===== config.mk =====
export PLATFORM = sky130hd
export DESIGN_NAME = plcbp_dispatch
export DESIGN_NICKNAME = d
export VERILOG_FILES = /design/src/hw/plcbp_pkg.sv /design/src/hw/plcbp_bracket_stack.sv /design/src/hw/plcbp_dispatch.sv
export SDC_FILE = /design/constraint.sdc
export NUM_CORES = 1
export LEC_CHECK = 0
export BUFFER_PORTS_ARGS = -buffer_cell sky130_fd_sc_hd__buf_2
export CORE_MARGIN = 2
export CORE_UTILIZATION = 40
export CTS_CLUSTER_DIAMETER = 120
export DETAILED_ROUTE_END_ITERATION = 10
export GPL_TIMING_DRIVEN = 0
export PLACE_DENSITY = 0.72
export RECOVER_POWER = 100
export SYNTH_ARGS = -nofsm -noshare
export SYNTH_HDL_FRONTEND = slang
export SYNTH_SLANG_ARGS = --single-unit

===== constraint.sdc =====
create_clock -name clk_sys -period 2.9 [get_ports clk_sys]
set_input_delay 0.58 -clock clk_sys [delete_from_list [all_inputs] [get_ports clk_sys]]
set_output_delay 0.58 -clock clk_sys [all_outputs]
set_load 0.1 [all_outputs]

===== src/hw/plcbp_pkg.sv =====
// Package with the constants and types of the bit processor dispatch block.
package plcbp_pkg;
  localparam int ADDR_W = 15;
  localparam int CMD_W = 16;
  localparam int OPC_W = 8;
  localparam int PAR_W = 8;
  localparam int OPC_LSB = 8;
  localparam int UPC_W = 4;
  localparam int CTL_W = 8;
  localparam int BRK_DEPTH = 7;
  localparam int BRK_W = 3;
  localparam int EVT_W = 8;
  localparam int EVT_HW_INT = 0;
  localparam logic [ADDR_W-1:0] ADDR_RST = 15'h0000;
  localparam logic [EVT_W-1:0] EVT_RST = 8'h00;
  localparam logic [3:0] OPG_WORD = 4'h0;
  localparam logic [3:0] OPG_AND = 4'h1;
  localparam logic [3:0] OPG_OR = 4'h2;
  localparam logic [3:0] OPG_LOAD = 4'h3;
  localparam logic [3:0] OPG_SET = 4'h4;
  localparam logic [3:0] OPG_RESET = 4'h5;
  localparam logic [3:0] OPG_ANDOPEN = 4'h6;
  localparam logic [3:0] OPG_OROPEN = 4'h7;
  localparam logic [3:0] OPG_CLOSE = 4'h8;
  localparam logic [3:0] OPG_ASSIGN = 4'h9;
  localparam logic [3:0] OPG_IO = 4'hA;
  localparam logic [UPC_W-1:0] UPC_IDLE = 4'h0;
  localparam logic [UPC_W-1:0] UPC_LOGIC = 4'h1;
  localparam logic [UPC_W-1:0] UPC_STORE = 4'h3;
  localparam logic [UPC_W-1:0] UPC_BRK = 4'h5;
  localparam logic [UPC_W-1:0] UPC_WORD = 4'h7;
  localparam logic [UPC_W-1:0] UPC_IO = 4'h9;
  localparam logic [UPC_W-1:0] UPC_END = 4'hF;
  localparam int CTL_STEP = 0;
  localparam int CTL_DONE = 1;
  localparam int CTL_READ_OP = 2;
  localparam int CTL_WRITE_BIT = 3;
  localparam int CTL_BRK = 4;
  localparam int CTL_WORD = 5;
  localparam int CTL_IO = 6;
  localparam int CTL_LOGIC = 7;
  typedef enum logic [1:0] {
    EVT_NONE, EVT_BYTE_SPACE, EVT_BIT_SPACE, EVT_RSVD
  } plcbp_evt_t;
endpackage


===== src/hw/plcbp_bracket_stack.sv =====
// Bracket stack saving logic results per open nesting level.
`timescale 1ns/100ps
module plcbp_bracket_stack (
  input wire logic clk_sys,
  input wire logic reset,
  input wire logic push,
  input wire logic push_op_or,
  input wire logic push_rlo,
  input wire logic pop,
  output logic [plcbp_pkg::BRK_W-1:0] depth,
  output logic top_op_or,
  output logic top_rlo,
  output logic full,
  output logic empty
);
  import plcbp_pkg::*;
  typedef struct packed {
    logic [BRK_DEPTH-1:0] rlo;
    logic [BRK_DEPTH-1:0] op_or;
    logic [BRK_W-1:0] depth;
  } plcbp_stk_t;
  plcbp_stk_t stk_q;
  plcbp_stk_t stk_d;
  logic [BRK_W-1:0] top_idx;

  assign full = (stk_q.depth == BRK_W'(BRK_DEPTH));
  assign empty = (stk_q.depth == '0);
  assign depth = stk_q.depth;
  assign top_idx = empty ? '0 : stk_q.depth - 3'h1;
  assign top_rlo = stk_q.rlo[top_idx];
  assign top_op_or = stk_q.op_or[top_idx];

  always_comb begin
    stk_d = stk_q;
    if (push && !full) begin
      stk_d.rlo[stk_q.depth] = push_rlo;
      stk_d.op_or[stk_q.depth] = push_op_or;
      stk_d.depth = stk_q.depth + 3'h1;
    end else if (pop && !empty) begin
      stk_d.depth = stk_q.depth - 3'h1;
    end
  end

  always_ff @(posedge clk_sys) begin
    if (reset) begin
      stk_q <= '0;
    end else begin
      stk_q <= stk_d;
    end
  end
endmodule


===== src/hw/plcbp_dispatch.sv =====
// Bit processor: fetch, decode, logic unit, word hand-over, address counter.
`timescale 1ns/100ps
module plcbp_dispatch (
  input wire logic clk_sys,
  input wire logic reset,
  output logic [plcbp_pkg::ADDR_W-1:0] mem_addr,
  output logic mem_rd,
  input wire logic mem_ack,
  input wire logic [plcbp_pkg::CMD_W-1:0] mem_data,
  output logic [plcbp_pkg::PAR_W-1:0] bit_addr,
  output logic bit_rd,
  output logic bit_wr,
  output logic bit_wdata,
  input wire logic bit_rdata,
  output logic io_req,
  output logic [plcbp_pkg::PAR_W-1:0] io_addr,
  input wire logic io_ack,
  output logic word_req,
  output logic [plcbp_pkg::ADDR_W-1:0] word_entry,
  output logic [plcbp_pkg::PAR_W-1:0] word_param,
  input wire logic word_done,
  output logic [plcbp_pkg::ADDR_W-1:0] pc_value,
  input wire logic pc_load,
  input wire logic [plcbp_pkg::ADDR_W-1:0] pc_target,
  input wire logic int_line,
  input wire logic [plcbp_pkg::EVT_W-1:0] evt_in,
  input wire logic evt_clear,
  output logic [plcbp_pkg::EVT_W-1:0] evt_reg,
  output logic int_pending,
  output logic [plcbp_pkg::CTL_W-1:0] ctl_bits,
  output logic rlo,
  output logic [plcbp_pkg::BRK_W-1:0] brk_depth,
  output logic brk_error
);
  import plcbp_pkg::*;
  typedef enum logic [2:0] {
    ST_FETCH, ST_WAIT, ST_EXEC, ST_IO, ST_WORD
  } plcbp_st_t;
  typedef struct packed {
    plcbp_st_t st;
    logic [ADDR_W-1:0] pc;
    logic [OPC_W-1:0] opc;
    logic [PAR_W-1:0] par;
    logic [UPC_W-1:0] upc;
    logic rlo;
    logic first;
    logic [EVT_W-1:0] evt;
    logic [2:0] int_sync;
    logic int_lvl;
    logic brk_err;
  } plcbp_state_t;
  plcbp_state_t s_q;
  plcbp_state_t s_d;
  logic [CTL_W-1:0] ctl;
  logic push;
  logic pop;
  logic top_or;
  logic top_rlo;
  logic stk_full;
  logic stk_empty;

  // First table: opcode group to microprogram entry.
  function automatic logic [UPC_W-1:0] map_entry(input logic [OPC_W-1:0] op);
    unique case (op[7:4])
      OPG_AND, OPG_OR, OPG_LOAD: map_entry = UPC_LOGIC;
      OPG_SET, OPG_RESET, OPG_ASSIGN: map_entry = UPC_STORE;
      OPG_ANDOPEN, OPG_OROPEN, OPG_CLOSE: map_entry = UPC_BRK;
      OPG_IO: map_entry = UPC_IO;
      default: map_entry = UPC_WORD;
    endcase
  endfunction

  // Microprogram store: control bits per step.
  function automatic logic [CTL_W-1:0] ustore(input logic [UPC_W-1:0] u);
    logic [CTL_W-1:0] c;
    c = '0;
    unique case (u)
      UPC_LOGIC: c = CTL_W'(1) << CTL_READ_OP;
      UPC_LOGIC + 4'h1: c = (CTL_W'(1) << CTL_LOGIC) | (CTL_W'(1) << CTL_STEP);
      UPC_STORE: c = (CTL_W'(1) << CTL_WRITE_BIT) | (CTL_W'(1) << CTL_STEP);
      UPC_BRK: c = (CTL_W'(1) << CTL_BRK) | (CTL_W'(1) << CTL_STEP);
      UPC_WORD: c = CTL_W'(1) << CTL_WORD;
      UPC_IO: c = CTL_W'(1) << CTL_IO;
      UPC_END: c = CTL_W'(1) << CTL_DONE;
      default: c = '0;
    endcase
    return c;
  endfunction

  assign ctl = (s_q.st == ST_EXEC) ? ustore(s_q.upc) : '0;

  // Second table: word command opcode to byte processor routine.
  assign word_entry = {{(ADDR_W-OPC_W-2){1'b0}}, s_q.opc, 2'b00};

  assign push = ctl[CTL_BRK] && (s_q.opc[7:4] != OPG_CLOSE);
  assign pop = ctl[CTL_BRK] && (s_q.opc[7:4] == OPG_CLOSE);

  plcbp_bracket_stack u_stack (
    .clk_sys(clk_sys),
    .reset(reset),
    .push(push),
    .push_op_or(s_q.opc[7:4] == OPG_OROPEN),
    .push_rlo(s_q.rlo),
    .pop(pop),
    .depth(brk_depth),
    .top_op_or(top_or),
    .top_rlo(top_rlo),
    .full(stk_full),
    .empty(stk_empty)
  );

  always_comb begin
    s_d = s_q;
    s_d.int_sync = {s_q.int_sync[1:0], int_line};
    if (s_q.int_sync[2] == s_q.int_sync[1]) begin
      s_d.int_lvl = s_q.int_sync[2];
    end
    if (evt_clear) begin
      s_d.evt = '0;
    end
    s_d.evt = s_d.evt | evt_in;
    if (s_q.int_lvl) begin
      s_d.evt[EVT_HW_INT] = 1'b1;
    end
    unique case (s_q.st)
      ST_FETCH: begin
        if (!s_q.int_lvl) begin
          s_d.st = ST_WAIT;
        end
      end
      ST_WAIT: begin
        if (mem_ack) begin
          s_d.opc = mem_data[OPC_LSB +: OPC_W];
          s_d.par = mem_data[PAR_W-1:0];
          s_d.upc = map_entry(mem_data[OPC_LSB +: OPC_W]);
          s_d.st = ST_EXEC;
        end
      end
      ST_EXEC: begin
        s_d.upc = s_q.upc + 4'h1;
        if (ctl[CTL_LOGIC]) begin
          unique case (s_q.opc[7:4])
            OPG_AND: s_d.rlo = s_q.first ? bit_rdata : s_q.rlo & bit_rdata;
            OPG_OR: s_d.rlo = s_q.first ? bit_rdata : s_q.rlo | bit_rdata;
            default: s_d.rlo = bit_rdata;
          endcase
          s_d.first = 1'b0;
        end
        if (ctl[CTL_WRITE_BIT]) begin
          s_d.first = 1'b1;
        end
        if (ctl[CTL_BRK]) begin
          if (pop) begin
            s_d.rlo = top_or ? (top_rlo | s_q.rlo) : (top_rlo & s_q.rlo);
            s_d.brk_err = s_q.brk_err | stk_empty;
            s_d.first = 1'b0;
          end else begin
            s_d.first = 1'b1;
            s_d.brk_err = s_q.brk_err | stk_full;
          end
        end
        if (ctl[CTL_STEP]) begin
          s_d.pc = s_q.pc + 15'h0001;
          s_d.st = ST_FETCH;
        end
        if (ctl[CTL_WORD]) begin
          s_d.st = ST_WORD;
        end
        if (ctl[CTL_IO]) begin
          s_d.st = ST_IO;
        end
      end
      ST_IO: begin
        if (io_ack) begin
          s_d.pc = s_q.pc + 15'h0001;
          s_d.st = ST_FETCH;
        end
      end
      ST_WORD: begin
        if (word_done) begin
          s_d.pc = pc_load ? pc_target : s_q.pc + 15'h0001;
          s_d.st = ST_FETCH;
        end
      end
    endcase
  end

  always_ff @(posedge clk_sys) begin
    if (reset) begin
      s_q <= '0;
      s_q.st <= ST_FETCH;
      s_q.pc <= ADDR_RST;
      s_q.evt <= EVT_RST;
      s_q.first <= 1'b1;
    end else begin
      s_q <= s_d;
    end
  end

  assign mem_addr = s_q.pc;
  assign mem_rd = (s_q.st == ST_WAIT);
  assign bit_addr = s_q.par;
  assign bit_rd = ctl[CTL_READ_OP] | ctl[CTL_LOGIC];
  assign bit_wr = ctl[CTL_WRITE_BIT] &&
                  !((s_q.opc[7:4] == OPG_SET || s_q.opc[7:4] == OPG_RESET)
                    && !s_q.rlo);
  assign bit_wdata = (s_q.opc[7:4] == OPG_RESET) ? 1'b0 : s_q.rlo;
  assign io_req = (s_q.st == ST_IO);
  assign io_addr = s_q.par;
  assign word_req = (s_q.st == ST_WORD);
  assign word_param = s_q.par;
  assign pc_value = s_q.pc;
  assign evt_reg = s_q.evt;
  assign int_pending = s_q.int_lvl;
  assign ctl_bits = ctl;
  assign rlo = s_q.rlo;
  assign brk_error = s_q.brk_err;
endmodule


* After elaboration in Yosys (flattened, before gate mapping)
Memory sizes are Yosys's and may differ from the RTL's.
Index checks and enable logic that the tools add are counted.
** Storage, ports and cells
- Memories kept :: 1
- Logic and storage cells :: 118
- Bits in read-only memories :: 48
- Bits in registers :: 70
- Input bits :: 48
- Output and inout bits :: 97
** Cells by class
- Bitwise gates (word level) :: 8
- Reductions and logical operators :: 24
- $add $sub $neg :: 4
- $lt $le $gt $ge :: 3
- Eq/ne operators :: 26
- Muxes and demuxes :: 38
** Memories
- (no name shown) :: words 16, width 3, rd ports 1, clocked after Yosys merged registers in 0, write ports 0, line plcbp_dispatch.sv:64 : unique case (op[7:4])
** Operators with widths (number)
- $pmux 8 s7 :: 1
- $mux 18 :: 3
- $pmux 15 s3 :: 1
- $mux 3 :: 7
- $eq 4x3->1 const B :: 5
- $mux 8 :: 2
- $add 15x1->15 const B :: 1
- $mux 15 :: 1
- $pmux 3 s5 :: 1
- $bwmux 7 :: 2
- $eq 4x2->1 const B :: 3
- $eq 4x4->1 const B :: 3
- $mux 1 :: 12
- $eq 4x1->1 const B :: 2
- $lt 3x4->1 const B :: 2
- $ne 4x4->1 const B :: 2
- $or 8x8->8 :: 1
- $pmux 4 s2 :: 1
- $reduce_and 2->1 :: 4
- $logic_and 1x1->1 :: 7
- $bmux 1 s3 :: 2
- $eq 3x2->1 const B :: 2
- $eq 3x3->1 const B :: 2
- $logic_not 3->1 :: 2
- 20 further kinds :: 34

* Logic depth before layout (Yosys ltp)
Gate-level depths: netlist (run 1).
- Word-level depth :: 8
- Mapped depth :: 10
- Mapped depth without buffers :: 8

* Hierarchy
Synthesis (run 1) repeated with hierarchy kept, for this count alone.
** Second synthesis, totals
- Cell total of the unflattened synthesis :: 539
- Area total of the unflattened synthesis :: 4259.1 um^2
** By module, submodules not included
- plcbp_dispatch :: cells an instance 433, area an instance 3301.9 um^2, instances 1
- plcbp_bracket_stack :: cells an instance 106, area an instance 957.2 um^2, instances 1

* Worst setup path after synthesis (run 1)
No wires, ideal clock.
- Path kind :: flip-flop to output port
- Start :: register s_q[51] in the netlist's numbering
- End :: output port ctl_bits[0] in the netlist's numbering
- Stages on the path, launching flop included :: 5
- Path buffers :: 2
- Path slack :: -1.494 ns
- Data arrival time :: 3.814 ns
- Cells stage by stage :: dfxtp_1 > buf_4 > or3b_1 > buf_6 > nor4_1
** On the way
- Longest elaborated chain between the ends :: 2
** RTL lines
- start, declared :: line plcbp_dispatch.sv:52 : plcbp_state_t s_q;
- $eq 3x2->1 :: line plcbp_dispatch.sv:90 : assign ctl = (s_q.st == ST_EXEC) ? ustore(s_q.upc) : '0;
- $mux 8 :: line plcbp_dispatch.sv:90
- end, declared :: line plcbp_dispatch.sv:30 : output logic [plcbp_pkg::CTL_W-1:0] ctl_bits,
No other way between the ends.

* Worst setup path after layout (run 1)
- Start :: register s_q[15] in the netlist's numbering
- End :: output port ctl_bits[4] in the netlist's numbering
** On the way
- Longest elaborated chain between the ends :: 3
- Elaborated cells on any way between the ends :: 9
** RTL lines
- $eq 4x4->1, or another cell as far along :: line plcbp_dispatch.sv:77 : unique case (u)
- $pmux 8 s7 * :: line plcbp_dispatch.sv:77
- $mux 8 * :: line plcbp_dispatch.sv:90
Mark *: on every way between the ends. The rest lies on a longest branch, timed or not.

==> results.py, run 1 <==
metrics = {
    "global_routing": {
        "antenna_found_initial": 0,
        "grtUsageMet1": 0.262,
        "grt_pass1_wl_mm": 19.0,
        "grtUsageMet2": 0.332,
        "grt_pass1_vias": 4049,
        "grt.overflow.total": 0,
        "grt_max_degree": 13,
        "grt_busiest_layer": "met2",
        "grt_usage": 0.202,
        "globalRouteMet3Util": 0.0470,
    },
    "clock_network": {
        "clock_latency_ns": 0.35,
        "clock_path_buffers": 2,
        "clock-root-buffer": "clkbuf_8",
        "numCtsBuffers": 9,
        "cts.sinks": 70,
        "cts_resized": 0,
        "post_cts_buffers": 0,
        "postCtsHoldBufs": 0,
        "path_clk_slew_ns": 0.08,
        "htreeDepth": 3,
        "cts_tree": "built",
    },
    "critical_path": {
        "reg2reg_to": "rlo",
        "critical_path_class": "reg -> out",
        "arrival_ns": 2.11,
        "crit_slowest_cell": "clkbuf_2",
        "reg2reg_from": "u_stack.depth[0]",
        "cp_cell_sequence": "ha_1 > and3b_1 > and2_0 > clkbuf_2",
        "cp.required_ns": 2.32,
        "crit_buf_inv": 1,
        "path_max_fanout": 6,
        "reg2reg_depth": 10,
        "endpoint": "ctl_bits[4]",
        "cp-end-kind": "output port",
        "critPathMaxStageDelay_ns": 0.52,
        "critPathLaunch": "s_q[15]",
        "cp-start-kind": "flop",
        "critPathTopFamily": "simple AND/OR/NAND/NOR gates",
        "crit_cells": 4,
        "r2r_slack_ns": 0.27,
    },
    "synth": {
        "syn_area_mm2": 0.00436,
        "syn_inst": 562,
        "ys_top_cells_by_count": "81 x buf_4, 72 x nand2_1, 70 x dfxtp_1",
        "synth_warnings": 0,
        "ys_types": 59,
        "synth.most_common_cell": "buf_4",
        "ys_async_sr_fraction": 0,
        "synth-main-ff-cell": "dfxtp_1",
        "yosys.area.top_type": "dfxtp_1",
        "synth_enable_flop_cells": 0,
        "ys_ff_latch": 70,
        "synth.area.top_cells": "dfxtp_1 32%, buf_4 14%, nand2_1 6.2%",
        "synth.top_cell.area_share": 0.322,
        "synth_area_per_cell_um2": 7.75,
        "ys_seq_area_frac": 0.322,
    },
    "sta": {
        "hold_violations": 0,
        "finalMaxSlewViolations": 0,
        "tightest_slew_ns": 1.20,
        "rsz0062_at_grt": "false",
        "timing.final.crit_share": 0.929,
        "min_period_ns": 2.69,
        "finalSetupViolations": 0,
        "tns_ns": 0,
        "slew_headroom": 0.203,
        "fin_skew_ns": 0.0121,
        "fmax_ghz": 0.371,
    },
    "placed_design": {
        "place_hpwl_mm": 8.68,
        "gp_congestion": 0.904,
        "port-buffer-count": 136,
    },
    "layout": {
        "syn_to_final_growth_pct": 22.7,
        "fillers": 1114,
        "seqCellArea_mm2": 0.00140,
        "multi_input_area_mm2": 0.00215,
        "drive_above_1_share": 0.243,
        "largest_reg_flops": 15,
        "nNetsFinal": 773,
        "antenna_cells": 0,
    },
    "die": {
        "die_w_um": 108,
        "ios": 145,
        "rows": 38,
        "start_util": 0.405,
        "core_area_mm2": 0.0107,
        "dieArea_mm2": 0.0117,
        "dieHeight_um": 108,
    },
    "power": {
        "p_total_mw": 3.28,
        "ir_drop_v": 0.000297,
        "power.leakage_nw": 2.26,
        "p_per_area_mw_per_mm2": 614,
    },
    "drt": {
        "via_count": 4323,
        "ant_nets": 0,
        "wirelength_mm": 11.8,
        "wl_per_cell_um": 13.7,
        "drt_iter0_drc": 180,
        "dr.pass1.iters": 5,
        "vias_per_cell": 5.03,
        "post-route-drc-count": 0,
    },
    "status": {
        "outcome": "completed",
    },
    "run": {
        "drv_cap": 0,
    },
    "min_path": {
        "hold_path_class": "in -> reg",
    },
}
layout by cell type (no fill, tap or decap), types with 9 or more instances in the layout:
master	netlist	final
clkbuf_1	23	103
buf_4	81	81
nand2_1	72	73
dfxtp_1	70	70
nor2_1	52	52
a21oi_1	51	51
buf_2	5	50
o21ai_0	24	24
inv_1	17	17
mux2i_1	15	15
nand3_1	12	12
clkbuf_2	0	11
nor2b_1	11	11
and3_1	10	10
a211oi_1	10	10
ha_1	10	10
clkbuf_8	0	10
nor3_1	7	9
worst reg2reg max path: cells and delay by family (launching register included):
kind | cells | cell delay (ns)
compound gates | 4 | 0.93
xor+xnor | 1 | 0.12
fa+ha+maj | 1 | 0.24
buf+inv | 3 | 0.82
flops | 1 | 0.33
simple gates | 1 | 0.13
per-stage QoR:
stage | hold WS (ns) | instance area, um^2 | cells | setup slack, ns | utilization
after global routing | 0.444 | 5350 | 860 | 0.0371 | 0.497
after floorplan | 0.414 | 4400 | 568 | -0.337 | -
final | 0.440 | 5350 | 860 | 0.207 | 0.497
after detailed placement | 0.445 | 5260 | 844 | 0.195 | 0.489
after CTS | 0.430 | 5480 | 860 | 0.0969 | 0.510
after global placement | 0.420 | 5260 | 844 | 0.144 | 0.489
how the worst min path moves through the flow:
stage / end / cells past startpoint / startpoint
global route: evt_reg[7] / 3 / evt_in[7]
global placement: s_d[4] / 1 / s_d[3]
CTS: evt_reg[2] / 3 / evt_in[2]
detailed placement: s_d[4] / 1 / s_d[3]
floorplan: s_d[4] / 1 / s_d[3]
finish: evt_reg[2] / 3 / evt_in[2]
routing by layer:
metal / vias up / share of wire
met5: - / 0
met4: 0 / 0.017
met3: 20 / 0.078
met2: 182 / 0.45
met1: 1970 / 0.45
li1: 2151 / -
logic make-up after synthesis:
family | share of synthesized area
other | 0.000861
XOR/XNOR | 0.00805
flip-flops | 0.322
AND/OR/NAND/NOR | 0.232
buffers and inverters | 0.184
AO/OA/AOI/OAI | 0.179
adder cells (fa/ha/maj) | 0.0287
multiplexers | 0.0448
where the power goes:
part           total (mW)  leakage [nW]  switching [mW]  internal [mW]
sequential           1.09         0.569          0.0606           1.03
clock               0.913         0.113           0.403          0.510
combinational        1.28          1.58           0.983          0.299
cell type report:
| cell class | instances | area share |
|---|---|---|
| flip-flops and latches | 70 | 0.262 |
| clock inverters | 5 | 0.0154 |
| inverters | 17 | 0.0119 |
| well taps | 140 | 0.0328 |
| multi-input cells | 369 | 0.403 |
| clock buffers | 11 | 0.0265 |
| repair buffers | 136 | 0.110 |
| plain buffers | 112 | 0.138 |
Note: power is estimated with default switching activity, not from simulation.
==> run 2, diff against run 1 <==
ABC_AREA = 1   (was not set)
BUFFER_PORTS_ARGS = not set   (was -buffer_cell sky130_fd_sc_hd__buf_2)
DONT_BUFFER_PORTS = 1   (was not set)
PLACE_DENSITY = 0.62   (was 0.72)
==> results.py, run 2 <==
metrics = {
    "die": {
        "dieArea_mm2": 0.0116,
        "rows": 37,
        "die_w_um": 108,
        "dieHeight_um": 108,
        "start_util": 0.414,
        "core_area_mm2": 0.0104,
        "ios": 145,
    },
    "critical_path": {
        "critPathMaxStageDelay_ns": 0.87,
        "path_max_fanout": 8,
        "reg2reg_to": "mem_addr[8]",
        "crit_buf_inv": 2,
        "cp_cell_sequence": "inv_1 > nand2_2 > nor2_4 > clkinvlp_4 > nor2_2",
        "critPathTopFamily": "simple AND/OR/NAND/NOR gates",
        "reg2reg_depth": 7,
        "endpoint": "ctl_bits[2]",
        "arrival_ns": 2.25,
        "cp-end-kind": "output port",
        "cp.required_ns": 2.32,
        "crit_cells": 5,
        "reg2reg_from": "s_q[50]",
        "r2r_slack_ns": 0.43,
        "critical_path_class": "reg -> out",
        "cp-start-kind": "flop",
        "crit_slowest_cell": "nor2_2",
        "critPathLaunch": "s_q[52]",
    },
    "layout": {
        "drive_above_1_share": 0.109,
        "nNetsFinal": 714,
        "multi_input_area_mm2": 0.00202,
        "seqCellArea_mm2": 0.00140,
        "final_cell_mix": "101 x nand2_1, 94 x nor2_1, 73 x clkbuf_1",
        "utilization": 0.445,
        "mostFrequentLayoutCell": "nand2_1",
        "largest_reg_flops": 15,
        "fillers": 1142,
        "antenna_cells": 0,
        "syn_to_final_growth_pct": 7.43,
        "layout.cells.non_filler": 797,
    },
    "global_routing": {
        "grt.overflow.total": 0,
        "grt_usage": 0.193,
        "grt_max_degree": 17,
        "grt_pass1_vias": 3727,
        "antenna_found_initial": 0,
        "grt_pass1_wl_mm": 17.7,
    },
    "clock_network": {
        "cts.sinks": 70,
        "path_clk_slew_ns": 0.08,
        "clock_path_buffers": 2,
        "htreeDepth": 3,
        "postCtsHoldBufs": 0,
        "cts_tree": "built",
        "numCtsBuffers": 9,
        "clock_latency_ns": 0.36,
        "clock-root-buffer": "clkbuf_8",
    },
    "synth": {
        "syn_inst": 633,
        "syn_area_mm2": 0.00429,
        "yosys.area.top_type": "dfxtp_1",
        "synth_area_per_cell_um2": 6.78,
        "synth_warnings": 0,
        "synth.most_common_cell": "nand2_1",
        "synth-main-ff-cell": "dfxtp_1",
        "synth_enable_flop_cells": 0,
        "ys_types": 36,
        "ys_ff_latch": 70,
        "synth.area.top_cells": "dfxtp_1 33%, buf_4 14%, nand2_1 8.8%",
        "ys_seq_area_frac": 0.326,
        "ys_async_sr_fraction": 0,
        "synth.top_cell.area_share": 0.326,
        "ys_top_cells_by_count": "101 x nand2_1, 98 x nor2_1, 82 x buf_4",
    },
    "sta": {
        "fin_skew_ns": 0.0156,
        "finalSetupViolations": 0,
        "hold_violations": 0,
        "slew_headroom": 0.218,
        "fin_ws_ns": 0.0690,
        "fmax_ghz": 0.353,
        "timing.final.crit_share": 0.976,
        "finalMaxSlewViolations": 0,
        "tightest_slew_ns": 1.18,
        "min_period_ns": 2.83,
        "rsz0062_at_grt": "true",
    },
    "drt": {
        "route.met3.wl_um": 886,
        "post-route-drc-count": 0,
        "ant_nets": 0,
        "wl_per_cell_um": 13.5,
        "top_layer": "met4",
        "wl_met2_mm": 5.00,
        "vias_per_cell": 4.93,
        "dr.pass1.iters": 5,
        "via_count": 3932,
        "wl_met1_mm": 4.64,
        "wirelength_mm": 10.8,
        "drt_iter0_drc": 236,
    },
    "placed_design": {
        "dp_slack_ns": -0.349,
        "place_inst": 777,
        "port-buffer-count": 0,
        "place_hpwl_mm": 8.04,
        "gp_congestion": 0.875,
    },
    "power": {
        "p_per_area_mw_per_mm2": 911,
        "power.leakage_nw": 2.03,
        "ir_drop_v": 0.000567,
    },
    "min_path": {
        "hold_path_class": "in -> reg",
    },
    "status": {
        "outcome": "completed",
    },
    "run": {
        "drv_cap": 0,
    },
}
[run 2: cell families after synthesis]
logic type      after synthesis  share of synthesized area
flops                        70                      0.326
xor+xnor                      3                    0.00612
compound gates              114                      0.147
other cells                   1                   0.000874
simple gates                263                      0.264
buf+inv                     172                      0.226
fa+ha+maj                    10                     0.0291
[run 2: worst min path at each step]
stage                        start  endpoint  slack, ns  cells after the start
after floorplan             s_d[3]    s_d[4]       0.39                      2
after global placement      s_d[3]    s_d[4]       0.39                      2
after detailed placement    s_d[3]    s_d[4]       0.40                      2
after CTS                 int_line    s_d[3]       0.30                      2
after global routing      int_line    s_d[3]       0.30                      2
final                     int_line    s_d[3]       0.32                      2
[run 2: final cells by class]
type | instances | share of cell area
Buffer | 97 | 0.0985
Clock buffer | 10 | 0.0277
Clock inverter | 6 | 0.0203
Inverter | 74 | 0.0610
Multi-Input combinational cell | 397 | 0.437
Sequential cell | 70 | 0.304
Tap cell | 136 | 0.0369
Timing Repair Buffer | 6 | 0.0133
Timing Repair inverter | 1 | 0.00109
[run 2: per-stage QoR]
stage | hold slack, ns | TNS (ns) | instance area (um^2) | power [mW]
3_3_place_gp | 0.391 | -1.71 | 4500 | 3.33
3_5_place_dp | 0.397 | -0.624 | 4550 | 3.38
2_1_floorplan | 0.388 | -0.0514 | 4330 | 3.16
6_report | 0.316 | 0 | 4610 | 4.20
5_1_grt | 0.303 | -0.122 | 4610 | 4.43
4_1_cts | 0.302 | -0.0264 | 4790 | 4.30
[run 2: power breakdown]
group	leakage, nW	switching (mW)	internal, mW
Sequential	0.571	0.118	1.08
Combinational	1.35	1.77	0.332
Clock	0.107	0.418	0.492
Total	2.03	2.30	1.90
[run 2: worst register-to-register path: cells and delay by family (launching register included)]
| kind | cells | cell delay, ns |
|---|---|---|
| simple gates | 3 | 0.64 |
| buf+inv | 2 | 1.01 |
| flops | 1 | 0.37 |
| compound gates | 2 | 0.33 |
[run 2: routing by layer]
metal,track usage,vias to the layer above
met2,0.318,146
met4,0.0733,0
met5,0,-
li1,-,1990
met3,0.0654,17
met1,0.232,1779
[run 2: what timing repair did]
action,4_1_cts,5_1_grt
resized for setup,3,3
pin swaps,1,1
setup endpoints to repair,7,5
buffers inserted,0,4
cloned,0,1
